File: src/core/exec_pkg.sv
package exec_pkg;

    // ************************************************************
    // Encodings
    // ************************************************************
    localparam logic [13:0] TW_OPCODE    = 14'h0003;
    localparam logic [6:0]  TZ_OPCODE    = 7'h33;
    localparam int          TZ_BANK_BIT  = 8;
    localparam logic [1:0]  TW_MODE_NONE = 2'h0;
    localparam logic [1:0]  TW_POST_INC  = 2'h1;
    localparam logic [1:0]  TW_POST_DEC  = 2'h2;
    localparam logic [1:0]  TW_PRE_INC   = 2'h3;
    localparam logic [3:0]  ACCESS_BANK  = 4'h0;
    localparam logic [7:0]  ZERO_BYTE    = 8'h00;
    localparam logic [15:0] NOP_WORD     = 16'h0000;

    // ************************************************************
    // Reset values and timing
    // ************************************************************
    localparam logic [21:0] TPTR_RESET   = 22'h000000;
    localparam logic [3:0]  PHASE_RESET  = 4'h1;

    // ************************************************************
    // Types
    // ************************************************************
    typedef enum logic [2:0] {
        S_EXEC = 3'b001,
        S_TW2  = 3'b010,
        S_NOP  = 3'b100
    } state_type;

    typedef struct packed {
        logic        rd;
        logic [11:0] addr;
    } file_req_type;

    typedef struct packed {
        logic        wr;
        logic [21:0] addr;
        logic [7:0]  data;
    } hold_wr_type;

    function automatic logic is_tw(input logic [15:0] w);
        return w[15:2] == TW_OPCODE;
    endfunction

    function automatic logic is_tz(input logic [15:0] w);
        return w[15:9] == TZ_OPCODE;
    endfunction

endpackage

File: src/core/exec_core.sv
`timescale 1ns/10ps
module exec_core (
    // Clock and reset
    input  wire logic                  ref_clk_i,
    input  wire logic                  rst_i,
    // Instruction stream
    input  wire logic [15:0]           instr_i,
    output logic                       instr_take_o,
    output logic                       discard_o,
    // File register read port
    input  wire logic [3:0]            bank_select_reg_i,
    input  wire logic [7:0]            file_rdata_i,
    output exec_pkg::file_req_type     file_req_o,
    // Table latch and pointer
    input  wire logic [7:0]            table_latch_i,
    input  wire logic                  tptr_wr_i,
    input  wire logic [21:0]           tptr_wdata_i,
    output logic                       tlat_rd_o,
    output logic [21:0]                table_pointer_o,
    // Program memory holding register write
    output exec_pkg::hold_wr_type      hold_o
);
    import exec_pkg::*;

    logic [3:0]  ph;
    state_type   state_q;
    state_type   state_d;
    logic [15:0] cur_q;
    logic        zero_q;
    logic [7:0]  lat_q;
    logic [1:0]  tw_mode;

    // ************************************************************
    // Phase sequencer
    // ************************************************************
    qphase_gen u_phase (
        .ref_clk_i (ref_clk_i),
        .rst_i     (rst_i),
        .phase_o   (ph)
    );

    assign tw_mode = cur_q[1:0];

    // ************************************************************
    // Instruction cycle sequencing
    // ************************************************************
    always_comb begin
        state_d = S_EXEC;
        case (state_q)
            S_EXEC: begin
                if (is_tw(cur_q)) begin
                    state_d = S_TW2;
                end else if (zero_q) begin
                    state_d = S_NOP;
                end
            end
            default: state_d = S_EXEC;
        endcase
    end

    always_ff @(posedge ref_clk_i) begin
        if (rst_i) begin
            state_q <= S_EXEC;
        end else if (ph[3]) begin
            state_q <= state_d;
        end
    end

    // Fetch stalls during the table write's second cycle
    always_ff @(posedge ref_clk_i) begin
        if (rst_i) begin
            instr_take_o <= 1'b1;
        end else if (ph[3]) begin
            instr_take_o <= (state_d != S_TW2);
        end else if (ph[0]) begin
            instr_take_o <= 1'b0;
        end
    end

    always_ff @(posedge ref_clk_i) begin
        if (rst_i) begin
            cur_q     <= NOP_WORD;
            discard_o <= 1'b0;
        end else if (ph[3]) begin
            discard_o <= (state_d == S_NOP);
        end else if (ph[0]) begin
            discard_o <= 1'b0;
            if (instr_take_o) begin
                cur_q <= (state_q == S_NOP) ? NOP_WORD : instr_i;
            end
        end
    end

    // ************************************************************
    // Zero-skip test
    // ************************************************************
    always_ff @(posedge ref_clk_i) begin
        if (rst_i) begin
            file_req_o <= '0;
        end else if (ph[0]) begin
            file_req_o.rd <= instr_take_o && (state_q == S_EXEC) && is_tz(instr_i);
            file_req_o.addr <= {instr_i[TZ_BANK_BIT] ? bank_select_reg_i : ACCESS_BANK,
                                instr_i[7:0]};
        end else if (ph[1]) begin
            file_req_o.rd <= 1'b0;
        end
    end

    // Read only: no write port, so flags and the register stay as they were
    always_ff @(posedge ref_clk_i) begin
        if (rst_i) begin
            zero_q <= 1'b0;
        end else if (ph[1]) begin
            zero_q <= file_req_o.rd && (file_rdata_i == ZERO_BYTE);
        end else if (ph[3]) begin
            zero_q <= 1'b0;
        end
    end

    // ************************************************************
    // Table write
    // ************************************************************
    always_ff @(posedge ref_clk_i) begin
        if (rst_i) begin
            tlat_rd_o <= 1'b0;
            lat_q     <= ZERO_BYTE;
        end else if (ph[0]) begin
            tlat_rd_o <= (state_q == S_TW2);
        end else if (ph[1]) begin
            tlat_rd_o <= 1'b0;
            if (tlat_rd_o) begin
                lat_q <= table_latch_i;
            end
        end
    end

    always_ff @(posedge ref_clk_i) begin
        if (rst_i) begin
            hold_o <= '0;
        end else if (ph[2] && state_q == S_TW2) begin
            hold_o.wr   <= 1'b1;
            hold_o.addr <= table_pointer_o;
            hold_o.data <= lat_q;
        end else begin
            hold_o.wr <= 1'b0;
        end
    end

    // Pointer moves by the instruction win over an outside load
    always_ff @(posedge ref_clk_i) begin
        if (rst_i) begin
            table_pointer_o <= TPTR_RESET;
        end else if (ph[3] && state_q == S_EXEC && is_tw(cur_q) && tw_mode == TW_PRE_INC) begin
            table_pointer_o <= table_pointer_o + 22'h000001;
        end else if (ph[3] && state_q == S_TW2 && tw_mode == TW_POST_INC) begin
            table_pointer_o <= table_pointer_o + 22'h000001;
        end else if (ph[3] && state_q == S_TW2 && tw_mode == TW_POST_DEC) begin
            table_pointer_o <= table_pointer_o - 22'h000001;
        end else if (tptr_wr_i) begin
            table_pointer_o <= tptr_wdata_i;
        end
    end
endmodule

File: src/core/qphase_gen.sv
`timescale 1ns/10ps
module qphase_gen (
    // Clock and reset
    input  wire logic       ref_clk_i,
    input  wire logic       rst_i,
    // One-hot phase, bit 0 is Q1
    output logic [3:0]      phase_o
);
    import exec_pkg::*;

    // Each clock is one quarter of an instruction cycle
    always_ff @(posedge ref_clk_i) begin
        if (rst_i) begin
            phase_o <= PHASE_RESET;
        end else begin
            phase_o <= {phase_o[2:0], phase_o[3]};
        end
    end
endmodule

File: config.mk
export PLATFORM = sky130hd
export DESIGN_NAME = exec_core
export DESIGN_NICKNAME = d
export VERILOG_FILES = /design/src/core/exec_pkg.sv /design/src/core/exec_core.sv /design/src/core/qphase_gen.sv
export SDC_FILE = /design/constraint.sdc
export NUM_CORES = 1
export LEC_CHECK = 0
export ABC_AREA = 1
export ABC_CLOCK_PERIOD_IN_PS = 1600
export BUFFER_PORTS_ARGS = -buffer_cell sky130_fd_sc_hd__buf_4
export CORE_MARGIN = 4
export CORE_UTILIZATION = 45
export CTS_CLUSTER_DIAMETER = 200
export DETAILED_ROUTE_END_ITERATION = 6
export GPL_ROUTABILITY_DRIVEN = 1
export PLACE_DENSITY = 0.76
export SYNTH_ARGS = -nofsm -noshare
export SYNTH_HDL_FRONTEND = slang
export SYNTH_SLANG_ARGS = --single-unit
File: constraint.sdc
create_clock -name ref_clk_i -period 1.6 [get_ports ref_clk_i]
set_clock_uncertainty 0.1 [all_clocks]
set_input_delay 0 -clock ref_clk_i [delete_from_list [all_inputs] [get_ports ref_clk_i]]
set_output_delay 0 -clock ref_clk_i [all_outputs]
set_load 0.005 [all_outputs]
After elaboration in Yosys (flattened, before gate mapping)
Index checks and enable logic that the tools add are counted.
{"block": "totals", "ff_bits": 101, "latch_bits": 0, "ram_bits": 0, "rom_bits": 0, "input_bits": 61, "output_inout_bits": 69, "elab_cells": 63, "mem_count": 0}
{"block": "op_classes", "add_sub_neg": 2, "n_mul": 0, "n_div": 0, "n_lt_le_gt_ge": 0, "n_eq_ne": 10, "n_shift": 0, "muxes": 18, "bitwise": 2, "n_reduce_logical": 17}
{"cell": "$mux W22", "n": 4}
{"cell": "$add A22 B1 Y22 const B", "n": 1}
{"cell": "$sub A22 B1 Y22 const B", "n": 1}
{"cell": "$mux W16", "n": 1}
{"cell": "$eq A14 B2 Y1 const B", "n": 1}
{"cell": "$logic_and A1 B1 Y1", "n": 10}
{"cell": "$mux W1", "n": 9}
{"cell": "$mux W3", "n": 3}
{"cell": "$logic_not A8 Y1", "n": 1}
{"cell": "$eq A7 B6 Y1 const B", "n": 1}
{"cell": "$eq A3 B3 Y1 const B", "n": 2}
{"cell": "$reduce_and A3 Y1", "n": 2}
{"cell": "$reduce_bool A2 Y1", "n": 3}
{"cell": "$eq A2 B2 Y1 const B", "n": 2}
{"cell": "$mux W4", "n": 1}
{"cell": "$reduce_bool A4 Y1", "n": 1}
{"cell": "$eq A3 B1 Y1 const B", "n": 1}
{"cell": "$eq A3 B2 Y1 const B", "n": 1}
{"cell": "$ne A3 B2 Y1 const B", "n": 1}
{"cell": "$eq A2 B1 Y1 const B", "n": 1}
{"cell": "$not A1 Y1", "n": 2}

Depth between registers and ports, before layout
Gate-level depths: netlist of the first run.
{"block": "logic_depth", "depth_word": 6, "mapped_depth": 12, "mapped_depth_nobuf": 12}

Modules after synthesis
A second synthesis of the first run with hierarchy kept.
{"block": "hier_totals", "cells_unflattened": 823, "hier_area_um2": 5467.7}
{"mod": "exec_core", "instances": 1, "cells_each": 810, "area_per_inst_um2": 5353.9, "seq_area_each_um2": 1941.9}
{"mod": "qphase_gen", "instances": 1, "cells_each": 13, "area_per_inst_um2": 113.9, "seq_area_each_um2": 80.1}

Worst setup path before layout of the first run
Ideal clock, no wire load.
{"block": "synth_path", "path_kind": "flip-flop to flip-flop", "from": "register table_pointer_o[0]", "to": "register table_pointer_o[14]", "setup_time_ns": 0.119, "arrival_time_ns": 1.455, "required_time_ns": 1.381, "slack_ns": -0.074, "stages_incl_launch_ff": 10, "path_buffers": 0, "synth_period_minus_slack_ns": 1.674, "cell_sequence": "dfxtp_1 ha_1 inv_1 nor2_4 inv_1 nor2_2 nand3_1 xor2_1 o21ai_1 a21oi_1"}
{"block": "synth_via", "elab_chain_cells": 4, "elab_cells_between_ends": 5, "cone_classes": "add/sub (2); mux (3)"}
{"element": "from (decl)", "line": "exec_core.sv:19", "rtl": "output logic [21:0] table_pointer_o,"}
{"element": "from (signal assigned)", "line": "exec_core.sv:154", "rtl": "table_pointer_o <= table_pointer_o + 22'h000001;"}
{"element": "from (signal assigned)", "line": "exec_core.sv:156", "rtl": "table_pointer_o <= table_pointer_o + 22'h000001;"}
{"element": "from (signal assigned)", "line": "exec_core.sv:158", "rtl": "table_pointer_o <= table_pointer_o - 22'h000001;"}
{"element": "$sub A22 B1 Y22", "line": "exec_core.sv:158"}
{"element": "$mux W22", "line": "exec_core.sv:157", "rtl": "end else if (ph[3] && state_q == S_TW2 && tw_mode == TW_POST_DEC) begin"}
{"element": "$mux W22", "line": "exec_core.sv:155", "rtl": "end else if (ph[3] && state_q == S_TW2 && tw_mode == TW_POST_INC) begin"}
{"element": "$mux W22 (*)", "line": "exec_core.sv:153", "rtl": "end else if (ph[3] && state_q == S_EXEC && is_tw(cur_q) && tw_mode == TW_PRE_INC) begin"}
Mark *: on every way between the ends. The rest lies on a longest branch, timed or not.
A chain may end at the register's enable or synchronous reset.

Worst setup path after layout of the first run
{"block": "layout_path", "from": "register table_pointer_o[5]", "to": "register table_pointer_o[12]"}
Same word-level chain as after synthesis.

==> metrics, run 1 <==
run status=finished with violations; violated checks=negative setup slack; sequential cell area fraction in the yosys report=37.0%; slowest CP cell=dfxtp_2; antenna violations before repair=0; FMAX=about 580 MHz; unrepaired setup endpoints after global routing=true; final worst setup slack=-0.111 ns; DIE WIDTH=about 120 microns; Hold Slack=0.0411 ns; Initial DRT Pass Iterations=5; warnings from Yosys=0; Final period util=107%; Routed met3 length=1420 microns; DR vias=approximately 6500; Die ar.=14000 sq um; Synth cell types=36; met2 wire len=approximately 9500 microns; layout cells sized above 1=34.3%; Critical Path RT=between 1.5 and 2 ns; Slowest Stage Delay on Critical Path=0.34 ns; min Tclk post-route=1.71 ns; Worst EP arrival=~1.9 ns; post-synth net total=around 890; crit-path max FO=6; DP HPWL=12300 microns; final hold violations=0; first-pass GRT wire length=a little under 30000 microns; final WL=about 19000 microns; number of flops mapped to enable cells by yosys=0; Tot GR Track Use=25.6%; Crit path max-delay family=simple AND/OR/NAND/NOR gates; number of fill cells=907; vias in the first global route=6063; vias per cell=5.24; Setup CP Type=reg -> reg; CTS sink cnt=roughly 100; Placed Instance Area=7180 sq um; top-area cell type share of the netlist area=37.0%; Worst Hold Class=in -> reg; Top cell by count, worst path=nand2_2; worst slew pin tran=0.355 ns; latest clock arrival within the worst-skew pair=0.36 ns; CP startpoint kind=flop; Worst slew margin=76.3%; buffers added on ports=129; pwr dens=744 nW/um^2; Syn Inst Count=822; MaxCap Viol Count=0; Crit. End Element=flop; top-level port count=130; post-synth top area cell=dfxtp_1; CTS tree=built; # rows=39; Post-synth top flop=dfxtp_1; GRT overflow=0; synth top area cells=dfxtp_1 (37%), nand2_1 (13%), nor2_1 (8.3%); fraction of registers with async set/reset=0%; CTS Buf Count=9; Final Instance Area=8500 sq um; Peak VDD IR=around 0.83 mV; LEAKAGE=around 3.8 nW; Final nets=1147; DP Worst Slack=-0.0983 ns; routability cong.=0.938; largest net degree at the start of global routing=53; WL/cell=15.4 microns; CTS root buf=clkbuf_16; Max Used Layer=met4; Layout Area Growth over Synthesis=55.7%; Remaining DRCs=0; Yosys reg bits=about 100; Post-Syn Area per Cell=6.65 sq um; drt initial violations=461; Setup Viol. Count Final=18; Layout Utilization=about 73%; crit path cell chain=buf_4 -> nor2_2 -> nand2_2 -> nor2_4 -> nand2_2 -> xor2_1 -> o21ai_1 -> a21oi_2 -> nor2_1; worst path bufs/invs=1; Met1 Wirelength=approximately 7600 microns; Core Region=~12000 sq um; leading cell type in the layout, fill and taps excluded=buf_4; Antenna Violating Nets Remaining=0; Die Span Y=118 microns; n_diodes=0; CTS Buffer Depth=2; commonest cells after routing, fill and taps aside=buf_4 (224), nand2_1 (190), nor2_1 (101); H-tree depth=3; Initial Util=46.8%; Max Transition Viols Final=0; setup TNS=-0.574 ns; Post-Syn Area=5460 sq um; Clock transition at path regs=0.07 ns
==> logic make-up (layout without fill, tap and decap cells) <==
group           Yosys count  after routing  share of synthesized area (%)
simple gates            443            443                           36.0
compound gates          156            156                           14.8
buf+inv                 102            369                           8.80
flops                   101            101                           37.0
xor+xnor                 18             18                           2.89
fa+ha+maj                 2              2                          0.458
==> worst reg2reg max path, stage by stage (launching register included) <==
cell	delay [ns]
dfxtp_2	0.34
buf_4	0.17
nor2_2	0.10
nand2_2	0.10
nor2_4	0.18
nand2_2	0.12
xor2_1	0.16
o21ai_1	0.19
a21oi_2	0.08
nor2_1	0.11
==> metrics by stage <==
step                power, mW  instances
detailed placement       3.87       1144
global placement         3.85       1144
CTS                      6.23       1223
finish                   6.33       1232
floorplan                3.33        822
global route             6.60       1232
==> worst paths after layout <==
kind / cells after the start / slack [ns] / from / end
worst max-delay path: 9 / -0.11 / table_pointer_o[5] / table_pointer_o[12]
worst min-delay path: 6 / 0.04 / tptr_wdata_i[18] / table_pointer_o[18]
worst max register to register: 9 / -0.11 / table_pointer_o[5] / table_pointer_o[12]
worst min register to register: 2 / 0.36 / hold_o[21] / hold_o[21]
==> what timing repair did <==
item                                    in CTS  in global routing
gates resized for setup                     34                 86
pin swaps                                    7                 38
endpoints found under the hold margin       76                  0
cloned                                       0                  2
endpoints found under the setup margin      21                 56
hold buffers                                58                  0
buffers inserted                             5                  7
==> area by class of cell <==
cell class	count	area, sq um	area share [%]
Inverter	51	204	2.40
Timing Repair Buffer	302	2580	30.3
Sequential cell	101	2070	24.3
Clock buffer	10	239	2.81
Clock inverter	6	62.6	0.736
Tap cell	143	179	2.10
Multi-Input combinational cell	619	3170	37.3
==> where the power goes <==
group / internal [mW] / switching [mW]
clock network: 1.14 / 1.10
registers: 2.62 / 0.111
logic: 0.691 / 0.672
total: 4.45 / 1.88
==> routing by layer <==
layer	track usage, %	up-vias
met3	7.26	40
met2	45.2	255
li1	-	3204
met4	8.64	0
met5	0	-
met1	29.9	2960
==> synthesized netlist by cell type (2+ instances only) <==
cell type and instances:
inv_2 5, nor4_1 3, nor2_4 7, buf_2 11
nand2_1 195, a21boi_0 3, buf_4 4, dfxtp_1 101
buf_6 8, inv_1 44, xor2_1 18, nand4_1 8
nand3_2 5, o21ai_0 55, nand3_1 85, nand2_2 6
clkbuf_1 24, o21ai_1 15, nand3_4 2, nor2_1 121
nor2_2 6, a21oi_1 78, or2_2 2, ha_1 2
clkbuf_2 3
==> state kept, by name, indices dropped and copies added, names as in the netlist <==
signal,flops
file_req_o,13
lat_q,8
tlat_rd_o,1
instr_take_o,1
state_q,3
zero_q,1
cur_q,16
discard_o,1
u_phase.phase_o,4
hold_o,31
table_pointer_o,22
(Power assumes the default switching activity.)
==> run 2, diff against run 1 <==
CORE_MARGIN = 2   (was 4)
==> run 2 against run 1 <==
Against the previous run:
- the flow still finishes with violations (negative setup slack)
- sequential share of layout area increased by 0.24 points
- die area fell by 6.7%
- maximum frequency increased by 1.0%
- core utilization decreased by 2.9 points
- critical path type unchanged
==> metrics, run 2 (synthesis results as in run 1) <==
layout cells sized above 1=32.2% (-2.2 points); CP startpoint kind=flop; slowest CP cell=dfxtp_2; buffers added on ports=129 (unchanged); min Tclk post-route=1.69 ns (-0.0175 ns); unrepaired setup endpoints after global routing=true; final hold violations=0 (unchanged); pwr dens=739 nW/um^2 (-0.72%); Setup CP Type=reg -> reg; FF-to-FF End=table_pointer_o[12]; WL/cell=15.1 microns (-2.4%); CTS sink cnt=101 (unchanged); Placed Instance Area=7060 sq um (-1.6%); final worst setup slack=-0.0933 ns (+0.0175 ns); Clock transition at path regs=0.08 ns (about the same); FMAX=591 MHz (+1.0%); latest clock arrival within the worst-skew pair=0.35 ns (about the same); Finished Layout Cells=1228 (-0.32%); Sw Share=28.7% (-0.98 points); Crit path max-delay family=simple AND/OR/NAND/NOR gates; Peak VDD IR=0.572 mV (-31%); Slowest Stage Delay on Critical Path=0.33 ns (about the same); crit path cell chain=nor2_2 -> nand2_1 -> nor2_2 -> nand3_2 -> nand2_4 -> nand2_8 -> nand3_4 -> buf_12 -> nand2_4 -> a21oi_2 -> nor2_1; Die Span Y=114 microns (-3.4%); Worst EP arrival=1.83 ns (-0.07 ns); Layout Area Growth over Synthesis=52.7%; Worst slew margin=73.7% (-2.7 points); Largest register FFs=31 (unchanged); Final nets=1139 (-0.70%); H-tree depth=3 (unchanged); Routed met3 length=1350 microns (-4.7%); worst path bufs/invs=1 (unchanged); leading cell type in the layout, fill and taps excluded=buf_4; launch point of the worst reg-to-reg path=cur_q[13]; largest net degree at the start of global routing=53 (unchanged); Initial DRT Pass Iterations=5 (unchanged); Met1 Wirelength=7270 microns (-4.3%); worst hold endpoint=table_pointer_o[18]; Tot GR Track Use=28.2% (+2.5 points); min-delay src=tptr_wdata_i[18]; r2r setup slk=-0.09 ns (+0.02 ns); Worst Hold Class=in -> reg; antenna violations before repair=0 (unchanged); placed instance count=1137 (-0.61%); DIE WIDTH=114 microns (-3.4%); Remaining DRCs=0 (unchanged); DP HPWL=12000 microns (-2.1%); run status=finished with violations; MaxCap Viol Count=0 (unchanged); worst slew pin tran=0.395 ns (+0.0401 ns); routability cong.=1.08 (+16%); area of the multi-input gates=3130 sq um (-1.4%); Core Region=11900 sq um (+2.1%); Critical Path RT=1.74 ns (-0.05 ns); n_diodes=0 (unchanged); # rows=40 (+2.6%); CTS Buffer Depth=2 (unchanged); final WL=18500 microns (-2.7%); combinational fraction of design power=21.2% (-0.3 points); Setup Viol. Count Final=21 (+3); Max Used Layer=met4; violated checks=negative setup slack; hold depth=6 (unchanged); crit-path max FO=7 (+1); DR vias=6469 (+0.15%); CTS root buf=clkbuf_16; Final period util=106% (-1.1 points); Antenna Violating Nets Remaining=0 (unchanged); drt initial violations=454 (-1.5%); Biggest register=hold_o; vias in the first global route=6208 (+2.4%); P_int=4.39 mW (-1.3%); Max Transition Viols Final=0 (unchanged); CTS tree=built; first-pass GRT wire length=29300 microns (-1.1%); LEAKAGE=3.76 nW (-2.0%); clock group share of total power=34.3% (-1.0 points); top-level port count=130 (unchanged); DP Worst Slack=-0.0997 ns (-0.00140 ns); Final Instance Area=8340 sq um (-1.9%); register share of total power=44.5% (+1.4 points); vias per cell=5.27 (+0.48%); CTS Buf Count=9 (unchanged); Top Registers=hold_o: 31 flops, table_pointer_o: 22 flops, cur_q: 16 flops; FF+latch area=2050 sq um (-0.97%); Psw=1.77 mW (-5.9%); number of fill cells=1000 (+10%); Crit. End Element=flop; met2 wire len=9020 microns (-4.9%); commonest cells after routing, fill and taps aside=buf_4 (223), nand2_1 (191), nor2_1 (103); Initial Util=45.9% (-0.98 points); Worst Reg-to-Reg Cells=11 (+2); GRT overflow=0 (unchanged); Die ar.=13000 sq um (-6.7%)
## run 2: cell count changes in the layout (fill, tap and decap cells not counted), moves of 4 or more
| cell | before | now |
|---|---|---|
| inv_1 | 35 | 39 |
| o21ai_0 | 42 | 47 |
| dfxtp_4 | 9 | 3 |
| dlygate4sd3_1 | 58 | 54 |
| inv_2 | 11 | 7 |
| dfxtp_1 | 81 | 85 |
| buf_6 | 10 | 6 |
| nand3_1 | 80 | 84 |
## run 2: layer usage
| metal | vias up | global-route usage, % |
|---|---|---|
| li1 | 3189 | - |
| met1 | 2938 | 32.7 |
| met2 | 289 | 49.2 |
| met3 | 53 | 5.51 |
| met4 | 0 | 14.6 |
| met5 | - | 0 |
## run 2: power by group through the flow
stage	clock network [mW]	logic [mW]	registers [mW]
after detailed placement	0	1.05	2.78
after global placement	0	1.04	2.78
after global routing	2.23	1.43	2.75
after floorplan	0	0.580	2.75
final	2.12	1.31	2.74
after CTS	2.15	1.23	2.73
## run 2: worst max-delay path by stage
stage / depth (start not counted) / start / end / slack (ns)
after global placement: 8 / table_pointer_o[3] / table_pointer_o[14] / -0.09
after CTS: 11 / cur_q[8] / table_pointer_o[12] / -0.04
after detailed placement: 9 / table_pointer_o[2] / table_pointer_o[21] / -0.1
final: 11 / cur_q[13] / table_pointer_o[12] / -0.09
after global routing: 10 / cur_q[13] / table_pointer_o[4] / -0.21
after floorplan: 9 / table_pointer_o[0] / table_pointer_o[14] / 0.02
## run 2: layout make-up
type	instances	share of cell area (%)
inverters	51	2.49
clock buffers	12	2.96
multi-input cells	619	37.5
clock inverters	4	0.390
repair inverters	1	0.0750
repair buffers	293	29.8
well taps	147	2.21
flip-flops and latches	101	24.6
## run 2: worst reg2reg max path: stages (launching register included)
cell and delay [ns]:
dfxtp_2 0.33, nor2_2 0.11, nand2_1 0.08, nor2_2 0.13
nand3_2 0.12, nand2_4 0.12, nand2_8 0.10, nand3_4 0.17
buf_12 0.14, nand2_4 0.04, a21oi_2 0.10, nor2_1 0.04
## run 2: what timing repair did
item                                    in CTS  in global routing
pin swaps                                   14                 11
hold buffers                                54                  0
endpoints found under the setup margin      22                 28
hold endpoints to repair                    62                  0
gates cloned                                 1                  3
buffers inserted                            12                  5
gates resized for setup                     40                 46
## run 2: metrics by stage
stage / hold slack (ns) / setup TNS, ns / util [%] / power, mW
6_report: 0.0295 / -1.24 / 70.0 / 6.16
5_1_grt: 0.0517 / -3.98 / 70.0 / 6.41
4_1_cts: 0.0230 / -0.352 / 68.0 / 6.11
3_5_place_dp: 0.140 / -1.07 / 59.3 / 3.84
3_3_place_gp: 0.134 / -0.680 / 59.3 / 3.82
2_1_floorplan: -0.0161 / 0 / - / 3.33
==> run 3, diff against run 2 <==
CORE_UTILIZATION = 49   (was 45)
PLACE_DENSITY = 0.82   (was 0.76)
==> run 3 against run 2 <==
Against the previous run:
- the run ends with negative hold slack, negative setup slack left
- flip-flop and latch count stayed put
- critical endpoint is now table_pointer_o[17]
- core utilization grew 8.0 points
- power is 5.3% lower
- register-to-register slack about the same
- highest routed layer unchanged
- worst hold slack lost 0.030 ns
==> metrics, run 3 (synthesis results as in run 1) <==
FMAX=593 MHz (+0.45%); violated checks=negative hold slack, negative setup slack; buffers added on ports=129 (unchanged); worst slew pin tran=0.426 ns (+0.0310 ns); CTS root buf=clkbuf_8; Layout Area Growth over Synthesis=54.8%; Core Region=10800 sq um (-9.0%); Tot GR Track Use=30.9% (+2.7 points); Setup CP Type=reg -> reg; DR vias=6608 (+2.1%); Initial Util=50.4% (+4.5 points); Critical Path RT=1.76 ns (+0.02 ns); Biggest register=hold_o; slowest CP cell=dfxtp_4; Hold Slack=-0.000284 ns (-0.0298 ns); vias per cell=5.39 (+2.4%); H-tree depth=3 (unchanged); layout cells sized above 1=35.7% (+3.5 points); Top cell by count, worst path=nand2_1; MaxCap Viol Count=0 (unchanged); crit path cell chain=inv_4 -> buf_6 -> nand3_4 -> nor2_4 -> nand2_2 -> o21ai_1 -> nand2_1 -> nand2_1 -> nand2_1 -> nand2_1 -> a21oi_2; commonest cells after routing, fill and taps aside=buf_4 (224), nand2_1 (184), nor2_1 (96); DP Worst Slack=-0.115 ns (-0.0157 ns); first-pass GRT wire length=29000 microns (-1.1%); Worst Hold Class=in -> reg; Peak VDD IR=0.463 mV (-19%); # rows=38 (-5.0%); routability cong.=0.991 (-8.6%); area of the multi-input gates=3240 sq um (+3.8%); Worst slew margin=71.6% (-2.1 points); CTS Buffer Depth=2 (unchanged); P_int=3.93 mW (-11%); Clock transition at path regs=0.12 ns (+0.04 ns); drt initial violations=485 (+6.8%); largest net degree at the start of global routing=45 (-15%); number of fill cells=739 (-26%); run status=finished with violations; Remaining DRCs=0 (unchanged); Largest register FFs=31 (unchanged); Max Transition Viols Final=0 (unchanged); Psw=1.91 mW (+8.0%); Worst EP arrival=1.84 ns (about the same); Tot Pwr=5.84 mW (-5.3%); Crit. End Element=flop; min Tclk post-route=1.69 ns (-0.00763 ns); unrepaired setup endpoints after global routing=true; top-level port count=130 (unchanged); Setup Viol. Count Final=16 (-24%); Final nets=1143 (+0.35%); Slowest Stage Delay on Critical Path=0.39 ns (+0.06 ns); LEAKAGE=3.82 nW (+1.4%); Initial DRT Pass Iterations=5 (unchanged); CTS tree=built; antenna violations before repair=0 (unchanged); GRT overflow=0 (unchanged); Top Registers=hold_o: 31 flops, table_pointer_o: 22 flops, cur_q: 16 flops; Die ar.=12000 sq um (-7.9%); clock group share of total power=29.8% (-4.5 points); crit-path max FO=5 (-2); CTS sink cnt=101 (unchanged); n_diodes=0 (unchanged); final worst setup slack=-0.0857 ns (+0.00763 ns); pwr dens=690 nW/um^2 (-6.6%); Die Span Y=110 microns (-4.0%); latest clock arrival within the worst-skew pair=0.38 ns (+0.03 ns); DIE WIDTH=110 microns (-4.0%); Antenna Violating Nets Remaining=0 (unchanged); CP startpoint kind=flop; vias in the first global route=6169 (-0.63%); WL/cell=15.7 microns (+4.0%); Layout Utilization=78.0% (+8.0 points); leading cell type in the layout, fill and taps excluded=buf_4; DP HPWL=12200 microns (+1.9%); register share of total power=46.9% (+2.4 points); CTS Buf Count=9 (unchanged); FF+latch area=2080 sq um (+1.7%); combinational fraction of design power=23.3% (+2.1 points); Final period util=105% (-0.48 points); final hold violations=1 (+1); Sw Share=32.7% (+4.0 points); final WL=19200 microns (+3.7%); setup TNS=-0.553 ns (+0.684 ns)
run 3: changes by cell type in the layout (fill, tap and decap cells not counted), moves of 6 or more:
cell	previous run	this run
clkbuf_16	12	1
dfxtp_4	3	14
clkbuf_8	1	9
o21ai_0	47	39
nand2_1	191	184
nor2_1	103	96
dfxtp_1	85	79
run 3: final timing paths:
kind | cells past startpoint | slack [ns] | start | to
worst max-delay path | 11 | -0.09 | table_pointer_o[0] | table_pointer_o[17]
worst min-delay path | 6 | -0.0003 | tptr_wdata_i[18] | table_pointer_o[18]
worst max register to register | 11 | -0.09 | table_pointer_o[0] | table_pointer_o[17]
worst min register to register | 2 | 0.37 | hold_o[6] | hold_o[6]
run 3: metal layers:
metal  vias up  wire length [microns]  share of wire, %  track usage (%)
met5         -                      0                 0                0
met2       308                   9530                50             55.0
met4         0                    902               4.7             16.2
met1      3034                   7360                38             34.8
met3        78                   1390               7.2             6.05
li1       3188                      -                 -                -
run 3: cell type report:
cell class / instances / share of cell area, %
multi-input combinational: 619 / 38.3
clock buffer: 9 / 1.46
clock inverter: 7 / 1.07
sequential: 101 / 24.6
tap: 140 / 2.07
inverter: 51 / 2.43
timing repair buffer: 298 / 30.0
run 3: timing repair:
action / CTS / global route
setup buffers: 4 / 4
gates cloned: 1 / 1
hold endpoints to repair: 67 / 0
pin swaps: 7 / 36
setup endpoints to repair: 20 / 54
hold buffers: 54 / 0
gates resized for setup: 41 / 109
run 3: worst max-delay path, delay by kind of cell (launching register included):
family	cells	cell delay (ns)
buffers and inverters	2	0.19
AOI/OAI and AO/OA	2	0.19
DFF	1	0.39
and+or+nand+nor	7	0.70
run 3: through the flow:
stage / cells / hold WS (ns) / area [sq um]
floorplan: 822 / -0.0161 / 5470
global placement: 1146 / 0.133 / 7200
detailed placement: 1146 / 0.140 / 7200
CTS: 1221 / 0.0184 / 8100
global route: 1225 / 0.0727 / 8460
finish: 1225 / -0.000284 / 8460
run 3: power by group through the flow:
stage                     Combinational, mW  Clock (mW)  Sequential [mW]
after detailed placement               1.09           0             2.78
after global placement                 1.07           0             2.78
after global routing                   1.48        1.86             2.75
after floorplan                       0.580           0             2.75
final                                  1.36        1.74             2.74
after CTS                              1.23        1.75             2.73
